--- src/common/ectt_cfg.svh ---
// register offsets, field positions, reset values and timing of the compare/capture timer
`ifndef ECTT_CFG_SVH
`define ECTT_CFG_SVH
// register offsets
`define ECTT_A_MODE   8'h00
`define ECTT_A_CMODE1 8'h01
`define ECTT_A_CMODE2 8'h02
`define ECTT_A_CTRL   8'h03
`define ECTT_A_CLKSEL 8'h04
`define ECTT_A_CMP1   8'h05
`define ECTT_A_CMP2   8'h06
`define ECTT_A_CAPT   8'h07
`define ECTT_A_ISTAT  8'h08
`define ECTT_A_IMASK  8'h09
`define ECTT_A_STATE  8'h0A
// compare-mode fields
`define ECTT_CM_IRQ   0
`define ECTT_CM_RST   1
`define ECTT_CM_TOG   2
`define ECTT_CM_SA    3
// control fields
`define ECTT_CT_RUN   0
`define ECTT_CT_PRE   1
`define ECTT_CT_EIM   2
// clock-select fields: bit 0 external clock, bits 2:1 edge select
`define ECTT_CS_EXT   0
`define ECTT_CS_EDGE  1
// interrupt status bits
`define ECTT_IS_CMP1  0
`define ECTT_IS_CMP2  1
`define ECTT_IS_EXT   2
// reset values
`define ECTT_RST_MODE  4'hF
`define ECTT_RST_CMODE 4'h0
`define ECTT_RST_CTRL  3'h0
`define ECTT_RST_CLKS  3'h0
`define ECTT_RST_CMP   8'hFF
// synchroniser depth on the timer input
`define ECTT_SYNC_STAGES 2
`endif

--- src/common/ectt_pkg.sv ---
// types shared by the compare/capture timer
package ectt_pkg;
   // register port request
   typedef struct packed {
      logic [7:0] addr;
      logic [7:0] wdata;
      logic       wr;
      logic       rd;
   } ectt_req_t;
   // counter sequencing
   typedef enum logic [1:0] {
      ST_IDLE,
      ST_ARMED,
      ST_RUN
   } ectt_state_t;
endpackage : ectt_pkg

--- src/rtl/ectt_edge.sv ---
// timer input synchroniser with programmable edge decoder
`timescale 1ns/1ps
`include "ectt_cfg.svh"
module ectt_edge (
   // clock and reset
   input  wire logic       ref_clk,
   input  wire logic       rstn,
   // pin and edge choice: 01 rising, 10 falling, 11 both, 00 none
   input  wire logic       pin,
   input  wire logic [1:0] edge_sel,
   // synchronised level and one-cycle edge pulse
   output logic            level,
   output logic            edge_pulse
);
   logic meta;
   logic prev;
   wire  rise = level & ~prev;
   wire  fall = ~level & prev;

   // two synchroniser flops plus one for the edge; only the second one is looked at, stops with the clock
   always_ff @(posedge ref_clk or negedge rstn) begin
      if (!rstn) begin
         meta  <= 1'b0;
         level <= 1'b0;
         prev  <= 1'b0;
      end else begin
         meta  <= pin;
         level <= meta;
         prev  <= level;
      end
   end

   // active edge choice
   assign edge_pulse = (edge_sel[0] & rise) | (edge_sel[1] & fall);
endmodule : ectt_edge

--- src/rtl/ectt_timer.sv ---
// eight-bit up-counter with two compare registers, capture, trigger and modem modes
// Behaviour
// - 8-bit up-counter, two compares, one capture
// - timer input resynchronised to system clock
// - capture register shows running count outside capture modes
// - capture on timer input or companion toggle
// - trigger mode waits for input edge
// - single action: one match per start
// - match resets, interrupts, toggles per mask
// - compares alternate register 1 then 2
// - after single action, other register only
// - six timer and six modem modes
// - control starts, stops, presets output level
// - input edge interrupt only while stopped
// - clock source and active edge select
// - input serves clock, capture or trigger
// - modulator encodes each shifted bit
// - demodulated bits shift out automatically
// - compare value x matches after x+1 counts
//
// Local design decisions: the address map and strobed register access.
`timescale 1ns/1ps
`include "ectt_cfg.svh"
module ectt_timer #(
   parameter int CW = 8
) (
   // clock and reset
   input  wire logic             ref_clk,
   input  wire logic             rstn,
   // register port
   input  wire ectt_pkg::ectt_req_t req,
   output logic [7:0]            rdata,
   // pin and companion timer
   input  wire logic             timer_ext_input,
   input  wire logic             timer2_toggle_pulse,
   input  wire logic             timer2_output,
   // serial shift register
   input  wire logic             ser_data_out,
   output logic                  shift_strobe,
   output logic                  shift_bit,
   // outputs
   output logic                  timer_out,
   output logic                  toggle_pulse,
   output logic                  irq
);
   // registers
   logic [3:0]          timer_mode_reg;
   logic [3:0]          compare_mode_reg_one;
   logic [3:0]          compare_mode_reg_two;
   logic [2:0]          timer_control_reg;
   logic [2:0]          clk_sel_reg;
   logic [CW-1:0]       cmp1;
   logic [CW-1:0]       cmp2;
   logic [CW-1:0]       capt;
   logic [2:0]          istat;
   logic [2:0]          imask;
   // core state
   logic [CW-1:0]       count;
   logic                sel;
   logic [1:0]          sa_done;
   logic                out_ff;
   logic                bp_ff;
   ectt_pkg::ectt_state_t state;
   ectt_pkg::ectt_state_t next_state;
   logic                ext_lvl;
   logic                ext_edge;

   // timer input stage
   ectt_edge u_edge (
      .ref_clk    (ref_clk),
      .rstn       (rstn),
      .pin        (timer_ext_input),
      .edge_sel   (clk_sel_reg[`ECTT_CS_EDGE +: 2]),
      .level      (ext_lvl),
      .edge_pulse (ext_edge)
   );

   // mode decode; unused codes behave as mode 1
   wire timer_run_bit = timer_control_reg[`ECTT_CT_RUN];
   wire md_trig  = (timer_mode_reg == 4'h2) || (timer_mode_reg == 4'h5);
   wire md_int   = (timer_mode_reg == 4'h3);
   wire md_t2out = (timer_mode_reg == 4'h4) || (timer_mode_reg == 4'h5);
   wire md_burst2 = (timer_mode_reg == 4'h6);
   wire md_burso = (timer_mode_reg == 4'h7);
   wire md_fsk   = (timer_mode_reg == 4'h8) || (timer_mode_reg == 4'h9);
   wire md_man   = (timer_mode_reg == 4'hA);
   wire md_bip   = (timer_mode_reg == 4'hB);
   wire md_dem   = md_man || md_bip;
   wire md_xcap  = (timer_mode_reg == 4'hC);

   // register decode
   wire wr_mode  = req.wr && (req.addr == `ECTT_A_MODE);
   wire wr_cm1   = req.wr && (req.addr == `ECTT_A_CMODE1);
   wire wr_cm2   = req.wr && (req.addr == `ECTT_A_CMODE2);
   wire wr_ctrl  = req.wr && (req.addr == `ECTT_A_CTRL);
   wire wr_clks  = req.wr && (req.addr == `ECTT_A_CLKSEL);
   wire wr_cmp1  = req.wr && (req.addr == `ECTT_A_CMP1);
   wire wr_cmp2  = req.wr && (req.addr == `ECTT_A_CMP2);
   wire wr_istat = req.wr && (req.addr == `ECTT_A_ISTAT);
   wire wr_imask = req.wr && (req.addr == `ECTT_A_IMASK);

   // the input is the counting clock only in modes that do not use it as an event
   wire ext_clk_en = clk_sel_reg[`ECTT_CS_EXT] && !md_trig && !md_xcap && !md_dem;
   wire counting   = (state == ectt_pkg::ST_RUN);
   wire tick       = counting && (ext_clk_en ? ext_edge : 1'b1);

   // compare register in use: shift data picks it in fsk and pwm
   wire          eff_sel = md_fsk ? ser_data_out : sel;
   wire [CW-1:0] cmp_cur = eff_sel ? cmp2 : cmp1;
   wire [3:0]    cm_cur  = eff_sel ? compare_mode_reg_two : compare_mode_reg_one;
   // a spent single-action register gives no event
   wire hit = tick && (count == cmp_cur) && !sa_done[eff_sel];
   wire hit1 = hit && !eff_sel;
   wire hit2 = hit && eff_sel;

   // capture and restart events
   wire run_edge_ok = timer_run_bit;
   wire trig_edge = run_edge_ok && md_trig && ext_edge && (state == ectt_pkg::ST_RUN);
   wire cap_evt  = trig_edge || (timer_run_bit && md_int && timer2_toggle_pulse) ||
                   (timer_run_bit && md_xcap && ext_edge);
   wire cap_live = !md_trig && !md_int && !md_xcap;
   // demodulator resynchronises on the first edge after the bit was taken
   wire dem_sync = timer_run_bit && md_dem && ext_edge && sel;
   wire restart  = (cap_evt && !md_xcap) || dem_sync;

   // single-action bookkeeping and the next register in the alternation
   wire [1:0] sa_set  = (hit && cm_cur[`ECTT_CM_SA]) ? (eff_sel ? 2'b10 : 2'b01) : 2'b00;
   wire [1:0] sa_next = sa_done | sa_set;
   wire       sel_alt = sa_next[~eff_sel] ? eff_sel : ~eff_sel;

   // counter next value; wraps when no reset is enabled
   logic [CW-1:0] next_count;
   always_comb begin
      next_count = count;
      if (!timer_run_bit || restart) begin
         next_count = '0;
      end else if (hit && cm_cur[`ECTT_CM_RST]) begin
         next_count = '0;
      end else if (tick) begin
         next_count = CW'(count + 1'b1);
      end
   end

   // sequencing: armed state waits for the trigger edge
   always_comb begin
      next_state = state;
      unique case (state)
         ectt_pkg::ST_IDLE: begin
            if (timer_run_bit) begin
               next_state = md_trig ? ectt_pkg::ST_ARMED : ectt_pkg::ST_RUN;
            end
         end
         ectt_pkg::ST_ARMED: begin
            if (ext_edge) begin
               next_state = ectt_pkg::ST_RUN;
            end
         end
         ectt_pkg::ST_RUN: begin
            next_state = ectt_pkg::ST_RUN;
         end
      endcase
      if (!timer_run_bit) begin
         next_state = ectt_pkg::ST_IDLE;
      end
   end

   // counter, alternation and state
   always_ff @(posedge ref_clk or negedge rstn) begin
      if (!rstn) begin
         count   <= '0;
         sel     <= 1'b0;
         sa_done <= 2'b00;
         state   <= ectt_pkg::ST_IDLE;
      end else begin
         count   <= next_count;
         state   <= next_state;
         if (!timer_run_bit || restart) begin
            sel     <= 1'b0;
            sa_done <= 2'b00;
         end else if (hit) begin
            sel     <= sel_alt;
            sa_done <= sa_next;
         end
      end
   end

   // output flip-flop: preset while stopped, toggled by enabled matches
   always_ff @(posedge ref_clk or negedge rstn) begin
      if (!rstn) begin
         out_ff <= 1'b0;
      end else if (!timer_run_bit) begin
         out_ff <= timer_control_reg[`ECTT_CT_PRE];
      end else if (hit && cm_cur[`ECTT_CM_TOG]) begin
         out_ff <= ~out_ff;
      end
   end

   // biphase decoder flip-flop: toggled by mid-frame edges, cleared when the bit is taken
   always_ff @(posedge ref_clk or negedge rstn) begin
      if (!rstn) begin
         bp_ff <= 1'b0;
      end else if (!md_bip || !timer_run_bit || (hit1 && md_dem)) begin
         bp_ff <= 1'b0;
      end else if (ext_edge && !sel) begin
         bp_ff <= ~bp_ff;
      end
   end

   // output stage: burst gating and pass-through of the companion output
   wire out_sel = md_t2out  ? timer2_output :
                  md_burst2 ? (out_ff & timer2_output) :
                  md_burso  ? (out_ff & ser_data_out) : out_ff;

   // registered outputs; demodulated bits go to the shift register unasked
   always_ff @(posedge ref_clk or negedge rstn) begin
      if (!rstn) begin
         timer_out    <= 1'b0;
         toggle_pulse <= 1'b0;
         shift_strobe <= 1'b0;
         shift_bit    <= 1'b0;
      end else begin
         timer_out    <= out_sel;
         toggle_pulse <= hit && cm_cur[`ECTT_CM_TOG];
         shift_strobe <= md_dem && hit1;
         shift_bit    <= md_man ? ext_lvl : bp_ff;
      end
   end

   // capture: follows the count outside capture modes, so it can be read on the fly
   always_ff @(posedge ref_clk or negedge rstn) begin
      if (!rstn) begin
         capt <= '0;
      end else if (cap_live || cap_evt) begin
         capt <= count;
      end
   end

   // interrupt events; the input edge counts only while stopped
   wire [2:0] ev_set;
   assign ev_set[`ECTT_IS_CMP1] = hit1 && compare_mode_reg_one[`ECTT_CM_IRQ];
   assign ev_set[`ECTT_IS_CMP2] = hit2 && compare_mode_reg_two[`ECTT_CM_IRQ];
   assign ev_set[`ECTT_IS_EXT]  = ext_edge && timer_control_reg[`ECTT_CT_EIM] && !timer_run_bit;

   // sticky status, write one to clear; a new event wins over the clear
   always_ff @(posedge ref_clk or negedge rstn) begin
      if (!rstn) begin
         istat <= 3'h0;
      end else begin
         istat <= (istat & ~(wr_istat ? req.wdata[2:0] : 3'h0)) | ev_set;
      end
   end
   assign irq = |(istat & imask);

   // software registers
   always_ff @(posedge ref_clk or negedge rstn) begin
      if (!rstn) begin
         timer_mode_reg       <= `ECTT_RST_MODE;
         compare_mode_reg_one <= `ECTT_RST_CMODE;
         compare_mode_reg_two <= `ECTT_RST_CMODE;
         timer_control_reg    <= `ECTT_RST_CTRL;
         clk_sel_reg          <= `ECTT_RST_CLKS;
         cmp1                 <= `ECTT_RST_CMP;
         cmp2                 <= `ECTT_RST_CMP;
         imask                <= 3'h0;
      end else begin
         if (wr_mode)  timer_mode_reg       <= req.wdata[3:0];
         if (wr_cm1)   compare_mode_reg_one <= req.wdata[3:0];
         if (wr_cm2)   compare_mode_reg_two <= req.wdata[3:0];
         if (wr_ctrl)  timer_control_reg    <= req.wdata[2:0];
         if (wr_clks)  clk_sel_reg          <= req.wdata[2:0];
         if (wr_cmp1)  cmp1                 <= req.wdata[CW-1:0];
         if (wr_cmp2)  cmp2                 <= req.wdata[CW-1:0];
         if (wr_imask) imask                <= req.wdata[2:0];
      end
   end

   // read selection; unmapped addresses read zero
   wire [7:0] st_word = {4'h0, sa_done, sel, counting};
   wire [7:0] rd_mux =
      (req.addr == `ECTT_A_MODE)   ? {4'h0, timer_mode_reg} :
      (req.addr == `ECTT_A_CMODE1) ? {4'h0, compare_mode_reg_one} :
      (req.addr == `ECTT_A_CMODE2) ? {4'h0, compare_mode_reg_two} :
      (req.addr == `ECTT_A_CTRL)   ? {5'h00, timer_control_reg} :
      (req.addr == `ECTT_A_CLKSEL) ? {5'h00, clk_sel_reg} :
      (req.addr == `ECTT_A_CMP1)   ? 8'(cmp1) :
      (req.addr == `ECTT_A_CMP2)   ? 8'(cmp2) :
      (req.addr == `ECTT_A_CAPT)   ? 8'(capt) :
      (req.addr == `ECTT_A_ISTAT)  ? {5'h00, istat} :
      (req.addr == `ECTT_A_IMASK)  ? {5'h00, imask} :
      (req.addr == `ECTT_A_STATE)  ? st_word : 8'h00;

   // read data stand only in the cycle after the strobe
   always_ff @(posedge ref_clk or negedge rstn) begin
      if (!rstn) begin
         rdata <= 8'h00;
      end else begin
         rdata <= req.rd ? rd_mux : 8'h00;
      end
   end
endmodule : ectt_timer

--- config.mk ---
export PLATFORM = sky130hd
export DESIGN_NAME = ectt_timer
export DESIGN_NICKNAME = d
export VERILOG_FILES = /design/src/common/ectt_pkg.sv /design/src/rtl/ectt_edge.sv /design/src/rtl/ectt_timer.sv
export VERILOG_INCLUDE_DIRS = /design/src /design/src/common
export SDC_FILE = /design/constraint.sdc
export NUM_CORES = 1
export LEC_CHECK = 0
export ABC_AREA = 1
export BUFFER_PORTS_ARGS = -buffer_cell sky130_fd_sc_hd__buf_2
export CAP_MARGIN = 20
export CORE_MARGIN = 3
export CORE_UTILIZATION = 48
export DETAILED_ROUTE_END_ITERATION = 6
export PLACE_DENSITY_LB_ADDON = 0.2
export RECOVER_POWER = 25
export SYNTH_ARGS = -nofsm -noshare
export SYNTH_HDL_FRONTEND = slang
export SYNTH_SLANG_ARGS = --single-unit
--- constraint.sdc ---
create_clock -name ref_clk -period 4.03 [get_ports ref_clk]
set_clock_uncertainty 0.05 [all_clocks]
set_input_delay 0.2015 -clock ref_clk [delete_from_list [all_inputs] [get_ports ref_clk]]
set_output_delay 0.2015 -clock ref_clk [all_outputs]
set_load 0.1 [all_outputs]
==> results of run 1 <==
## cell families after synthesis
group / Yosys count / synth area share, %
adder cells (fa/ha/maj): 3 / 0.877
AO/OA/AOI/OAI: 90 / 11.4
XOR/XNOR: 7 / 1.43
flip-flops: 78 / 46.2
buffers and inverters: 83 / 8.71
AND/OR/NAND/NOR: 295 / 31.4
## area by class of cell
type                            instances  area share (%)
Tap cell                              105            2.79
Multi-Input combinational cell        395            41.0
Timing Repair Buffer                   38            4.25
Clock inverter                          6            1.30
Clock buffer                           10            2.92
Inverter                               70            5.84
Sequential cell                        78            41.9
## cell usage in the layout (no fill, tap or decap), types with 2 or more instances in the layout
cell           instances
a21oi_1               16
a221oi_1               3
a31oi_1                2
buf_2                 35
clkbuf_8              10
clkinvlp_4             3
dfrtp_1               58
dfstp_2               19
dlygate4sd3_1          2
ha_1                   3
inv_1                 66
inv_2                  3
nand2_1              155
nand2_2                6
nand2_4                2
nand3_1               44
nand3b_1               8
nand4_1               13
nor2_1                48
nor2_4                 2
nor3_1                 7
nor4_1                 2
o21ai_0               59
o21ai_2                2
o22ai_1                3
or2_2                  3
xor2_1                 7
## through the flow
stage	setup WS, ps	cell area [um^2]	util (%)	total power [mW]	instances
floorplan	2050	4280	-	0.993	556
global placement	1650	4500	53.4	1.06	684
detailed placement	1600	4500	53.4	1.06	684
CTS	1590	4720	56.0	1.65	702
global route	1280	4710	56.0	1.71	702
finish	1460	4710	56.0	1.64	702
## worst max path at each step
stage / startpoint / end / slack (ps) / cells after the start
after global placement: timer_mode_reg[3] / count[2] / 1650 / 9
final: timer_mode_reg[1] / count[3] / 1460 / 11
after CTS: timer_mode_reg[3] / count[0] / 1590 / 9
after detailed placement: timer_mode_reg[3] / count[0] / 1600 / 9
after floorplan: timer_mode_reg[1] / count[0] / 2050 / 13
after global routing: timer_mode_reg[1] / count[1] / 1280 / 13
## synth_stat cells (all sizes together)
| cell type | instances |
|---|---|
| o22ai | 3 |
| clkdlybuf4s15 | 1 |
| dfstp | 20 |
| nand3b | 8 |
| a31oi | 2 |
| o21ai | 62 |
| nor2 | 51 |
| a221oi | 3 |
| xor2 | 7 |
| clkinv | 1 |
| a311oi | 1 |
| ha | 3 |
| inv | 69 |
| nor4 | 2 |
| o221ai | 1 |
| nor3 | 8 |
| dfrtp | 58 |
| a21oi | 16 |
| nand3 | 46 |
| or2 | 3 |
| buf | 7 |
| a211oi | 1 |
| nand4 | 14 |
| clkbuf | 5 |
| o211ai | 1 |
| nand2 | 163 |
## metal layers
layer / wire length (um) / track usage (%)
met1: 5580 / 36.9
met2: 5010 / 35.5
met3: 760 / 3.61
met4: 277 / 9.64
met5: 0 / 0
## what timing repair did
item / CTS / global route
endpoints found under the hold margin: 43 / 0
setup buffers: 0 / 0
endpoints found under the setup margin: 0 / 0
hold buffers: 2 / 0
## where the power goes
part | internal, mW | switching [mW]
logic | 0.0594 | 0.142
clock network | 0.300 | 0.288
registers | 0.817 | 0.0301
## worst reg2reg max path, delay by kind of cell (launching register included)
kind / cells / cell delay, ps
AND/OR/NAND/NOR: 10 / 1510
flip-flops: 1 / 770
buffers and inverters: 1 / 130
==> results.json, run 1 <==
{
  "viasPerCell": 5.45,
  "core_area_um2": 8420,
  "powerDensity_nw_per_um2": 347,
  "synthesis.yosys.warnings": 0,
  "hold_path_class": "in -> reg",
  "die-width_um": 100,
  "fmax_mhz": 389,
  "relSlewSlack_pct": -24.4,
  "via_count": 3826,
  "regArea_um2": 1980,
  "path_class": "reg -> reg",
  "setup_viol": 0,
  "grt_start_max_net_pins": 79,
  "clkTransAtPathRegs_ps": 80,
  "synthCells": 556,
  "r2r_end": "count[3]",
  "antenna_found_initial": 0,
  "hold_path_end": "cmp1[5]",
  "slew_violations": 79,
  "syn_nets": 583,
  "synth-seq-area-share_pct": 46.2,
  "leakage_nw": 2.19,
  "post_drt_wl_per_cell_um": 16.6,
  "rows": 33,
  "avgSynthCellArea_um2": 7.70,
  "multiInputGateArea_um2": 1930,
  "critPathLaunchType": "register",
  "ctsResizeCount": 0,
  "slowest_stage": "dfstp_1",
  "period_needed_ps": 2570,
  "synth_seq_cells": 78,
  "hold_viol": 0,
  "run_status": "complete, but fails checks",
  "finalCritPeriodShare_pct": 63.8,
  "n_fill_cell": 809,
  "die_area_um2": 10100,
  "cts_tree": "done",
  "cts_root_buffer": "clkbuf_8",
  "arrival_ps": 2760,
  "clkSinkCount": 78,
  "reg2regPathDepth": 11,
  "syn_to_final_growth_pct": 10.1,
  "rrSetupSlack_ps": 1460,
  "max_stage_delay_ps": 770,
  "antenna_cells": 0,
  "rr_startpoint": "timer_mode_reg[1]",
  "rsz0062_at_grt": "no",
  "port_buffers": 36,
  "cts_buffers": 9,
  "drc": 0,
  "finalWirelength_mm": 11.6,
  "synth_area_leaders": "dfrtp_1 (34%), nand2_1 (14%), dfstp_2 (12%)",
  "path_max_fanout": 20,
  "gr-total-overflow": 0,
  "hpwl_mm": 8.87,
  "fin_nets": 619,
  "path_delay_family": "simple AND/OR/NAND/NOR gates",
  "setup_tns_ps": 0,
  "ys_types": 40,
  "clockBufferDepth": 2,
  "crit_chain": "clkinv_8 > nand3_4 > nand2_4 > nand2_4 > nand2_1 > nand3_1 > nand2_2 > nor3_4 > nand4_1 > nand3_2 > nor2_1",
  "drtIter0Drc": 321,
  "yosys.area.top_type_share_pct": 33.9,
  "critical_path_buf_inv_count": 1,
  "gp_congestion": 0.934,
  "hold_start": "req[7]",
  "grt_pass1_vias": 3625,
  "tightest_slew_ps": 1870,
  "dr.pass1.iters": 7,
  "crit_path_frequent_cell": "nand2_4",
  "grt_pass1_wl_mm": 18.9,
  "whs_path_depth": 3,
  "synth_largest_area_cell": "dfrtp_1",
  "start_util_pct": 50.8,
  "max-vdd-ir-drop_mv": 0.215,
  "ant_nets": 0,
  "h-tree-depth": 3,
  "grt_usage_pct": 24.5,
  "required_ps": 4220,
  "hold_ws_ps": 28.7,
  "drive_gt1_share_pct": 15.7,
  "die_h_um": 100,
  "end_kind": "register",
  "clock_latency_ps": 350,
  "drv_cap": 1,
  "io_pins": 37,
  "violations": "capacitance limit, slew limit",
  "synth_area_um2": 4280
}
Note: power is estimated with default switching activity, not from simulation.
==> inputs of run 2 (changes only) <==
- ABC_AREA: 1 -> 0
- clock period: 4.03 -> 2.1 ns (I/O delays scaled with it)
==> results.json, run 2 <==
{
  "run_status": "complete, but fails checks",
  "violations": "setup timing",
  "synthCells": 452,
  "tightest_slew_ps": 913,
  "syn_nets": 479,
  "core_area_um2": 8980,
  "die_area_um2": 10700,
  "die-width_um": 104,
  "hpwl_mm": 9.46,
  "synth_enable_flop_cells": 0,
  "post_drt_wl_per_cell_um": 19.2,
  "cts_root_buffer": "clkbuf_8",
  "grt_pass1_vias": 4021,
  "slew_violations": 0,
  "antenna_found_initial": 0,
  "async_flop_share_pct": 100,
  "grt_usage_pct": 24.7,
  "ant_nets": 0,
  "viasPerCell": 5.74,
  "hold_viol": 0,
  "synth_common_cells": "dfrtp_1 (58), nand2_1 (41), mux2_2 (37)",
  "path_max_fanout": 8,
  "arrival_ps": 2390,
  "synth_seq_cells": 78,
  "worst_slack_ps": -105,
  "gp_congestion": 0.928,
  "hold_path_class": "in -> reg",
  "required_ps": 2280,
  "cts_buffers": 9,
  "max-vdd-ir-drop_mv": 0.594,
  "synthesis.yosys.warnings": 0,
  "gr-total-overflow": 0,
  "antenna_cells": 0,
  "synth-seq-area-share_pct": 43.3,
  "clockBufferDepth": 2,
  "setup_viol": 25,
  "via_count": 3918,
  "leakage_nw": 2.62,
  "syn_to_final_growth_pct": 29.7,
  "fmax_mhz": 453,
  "h-tree-depth": 3,
  "drv_cap": 0,
  "die_h_um": 104,
  "place_ws_ps": -161,
  "path_class": "reg -> reg",
  "finalWirelength_mm": 13.1,
  "clkSinkCount": 78,
  "clkTransAtPathRegs_ps": 80,
  "grt_start_max_net_pins": 45,
  "grt_pass1_wl_mm": 21.3,
  "synth_area_leaders": "dfrtp_1 (32%), dfstp_2 (12%), mux2_2 (9.1%)",
  "yosysMostFrequentCell": "dfrtp_1",
  "final_cell_mix": "buf_4 (64), dfrtp_1 (54), nand2_1 (39)",
  "total_power_mw": 5.17,
  "yosys.area.top_type_share_pct": 31.8,
  "avgSynthCellArea_um2": 10.1,
  "clock_latency_ps": 350,
  "fin_nets": 578,
  "rsz0062_at_grt": "yes",
  "period_needed_ps": 2210,
  "ys_types": 77,
  "synth_area_um2": 4570,
  "relSlewSlack_pct": 39.1,
  "synth_largest_area_cell": "dfrtp_1",
  "drive_gt1_share_pct": 44.1,
  "yosys_most_used_dff": "dfrtp_1",
  "final_common_cell": "buf_4",
  "dr.pass1.iters": 5,
  "finalCritPeriodShare_pct": 105,
  "end_kind": "register",
  "critPathLaunchType": "register",
  "io_pins": 37,
  "rows": 34,
  "start_util_pct": 50.9,
  "drc": 0,
  "port_buffers": 36,
  "cts_tree": "done",
  "drtIter0Drc": 207,
  "powerDensity_nw_per_um2": 874
}
-- run 2: changes by cell type after synthesis, moves of 16 or more --
cell / change
nand3_1: -34
nand2_1: -114
o21ai_0: -43
nand2b_1: +16
inv_1: -48
nor2_1: -24
mux2_2: +37
-- run 2: timing repair --
item | in CTS | in global routing
setup buffers | 5 | 1
setup endpoints to repair | 25 | 26
pin swaps | 19 | 15
hold endpoints to repair | 43 | 0
resized for setup | 28 | 24
hold buffers | 9 | 0
-- run 2: kinds of logic (layout without fill, tap and decap cells) --
group                      count (synthesis)  count (layout)  synth area share [%]
and+or+nand+nor                          153             153                  19.0
AOI/OAI and AO/OA                         98              98                  15.5
DFF                                       78              78                  43.3
muxes                                     54              54                  13.3
buffers and inverters                     47             151                  4.47
xor gates and xnor gates                  19              19                  3.64
adders and majority gates                  3               3                 0.822
-- run 2: report_power, final --
part	total, mW	internal [mW]	switching [mW]
clock	1.48	0.911	0.565
combinational	1.74	0.888	0.847
sequential	1.96	1.72	0.239
-- run 2: path summary, 6_finish.rpt --
check | start | endpoint | slack (ps) | depth (start not counted)
max reg2reg | timer_mode_reg[1] | capt[5] | -110 | 7
min in group asynchronous | rstn | timer_control_reg[2] | 360 | 2
min | req[4] | cmp2[2] | 60 | 3
max | timer_mode_reg[1] | capt[5] | -110 | 7
max in group asynchronous | rstn | cmp1[1] | 830 | 3
min reg2reg | u_edge.meta | u_edge.level | 300 | 0
-- run 2: cell type report --
type | count | area, um^2
Timing Repair Buffer | 117 | 850
Inverter | 18 | 67.6
Tap cell | 126 | 158
Fill cell | 733 | 3060
Clock buffer | 10 | 128
Sequential cell | 78 | 1980
Clock inverter | 6 | 134
Multi-Input combinational cell | 327 | 2600
-- run 2: routing by layer --
metal	track usage, %	up-vias	part of all wire [%]
li1	-	1819	-
met2	39.0	134	49
met1	33.4	1938	43
met5	0	-	0
met4	11.9	0	3.1
met3	3.86	27	4.8
-- run 2: through the flow --
stage | cells | hold WS, ps | util, % | instance area (um^2) | TNS, ps
after floorplan | 452 | -241 | - | 4630 | -336
after global placement | 651 | 37.7 | 59.5 | 5340 | -2200
after detailed placement | 651 | 50.4 | 59.5 | 5340 | -2760
after CTS | 681 | 37.3 | 64.8 | 5820 | -1750
after global routing | 682 | 51.6 | 66.0 | 5920 | -3670
final | 682 | 60.6 | 66.0 | 5920 | -1890
-- run 2: worst max-delay path: stages (launching register included) --
cell and delay (ps):
dfstp_2 610, or3b_4 410, a21oi_4 150, nand2_2 80, a21oi_2 140, o21ai_2 90, o21ai_4 210, mux2_4 350
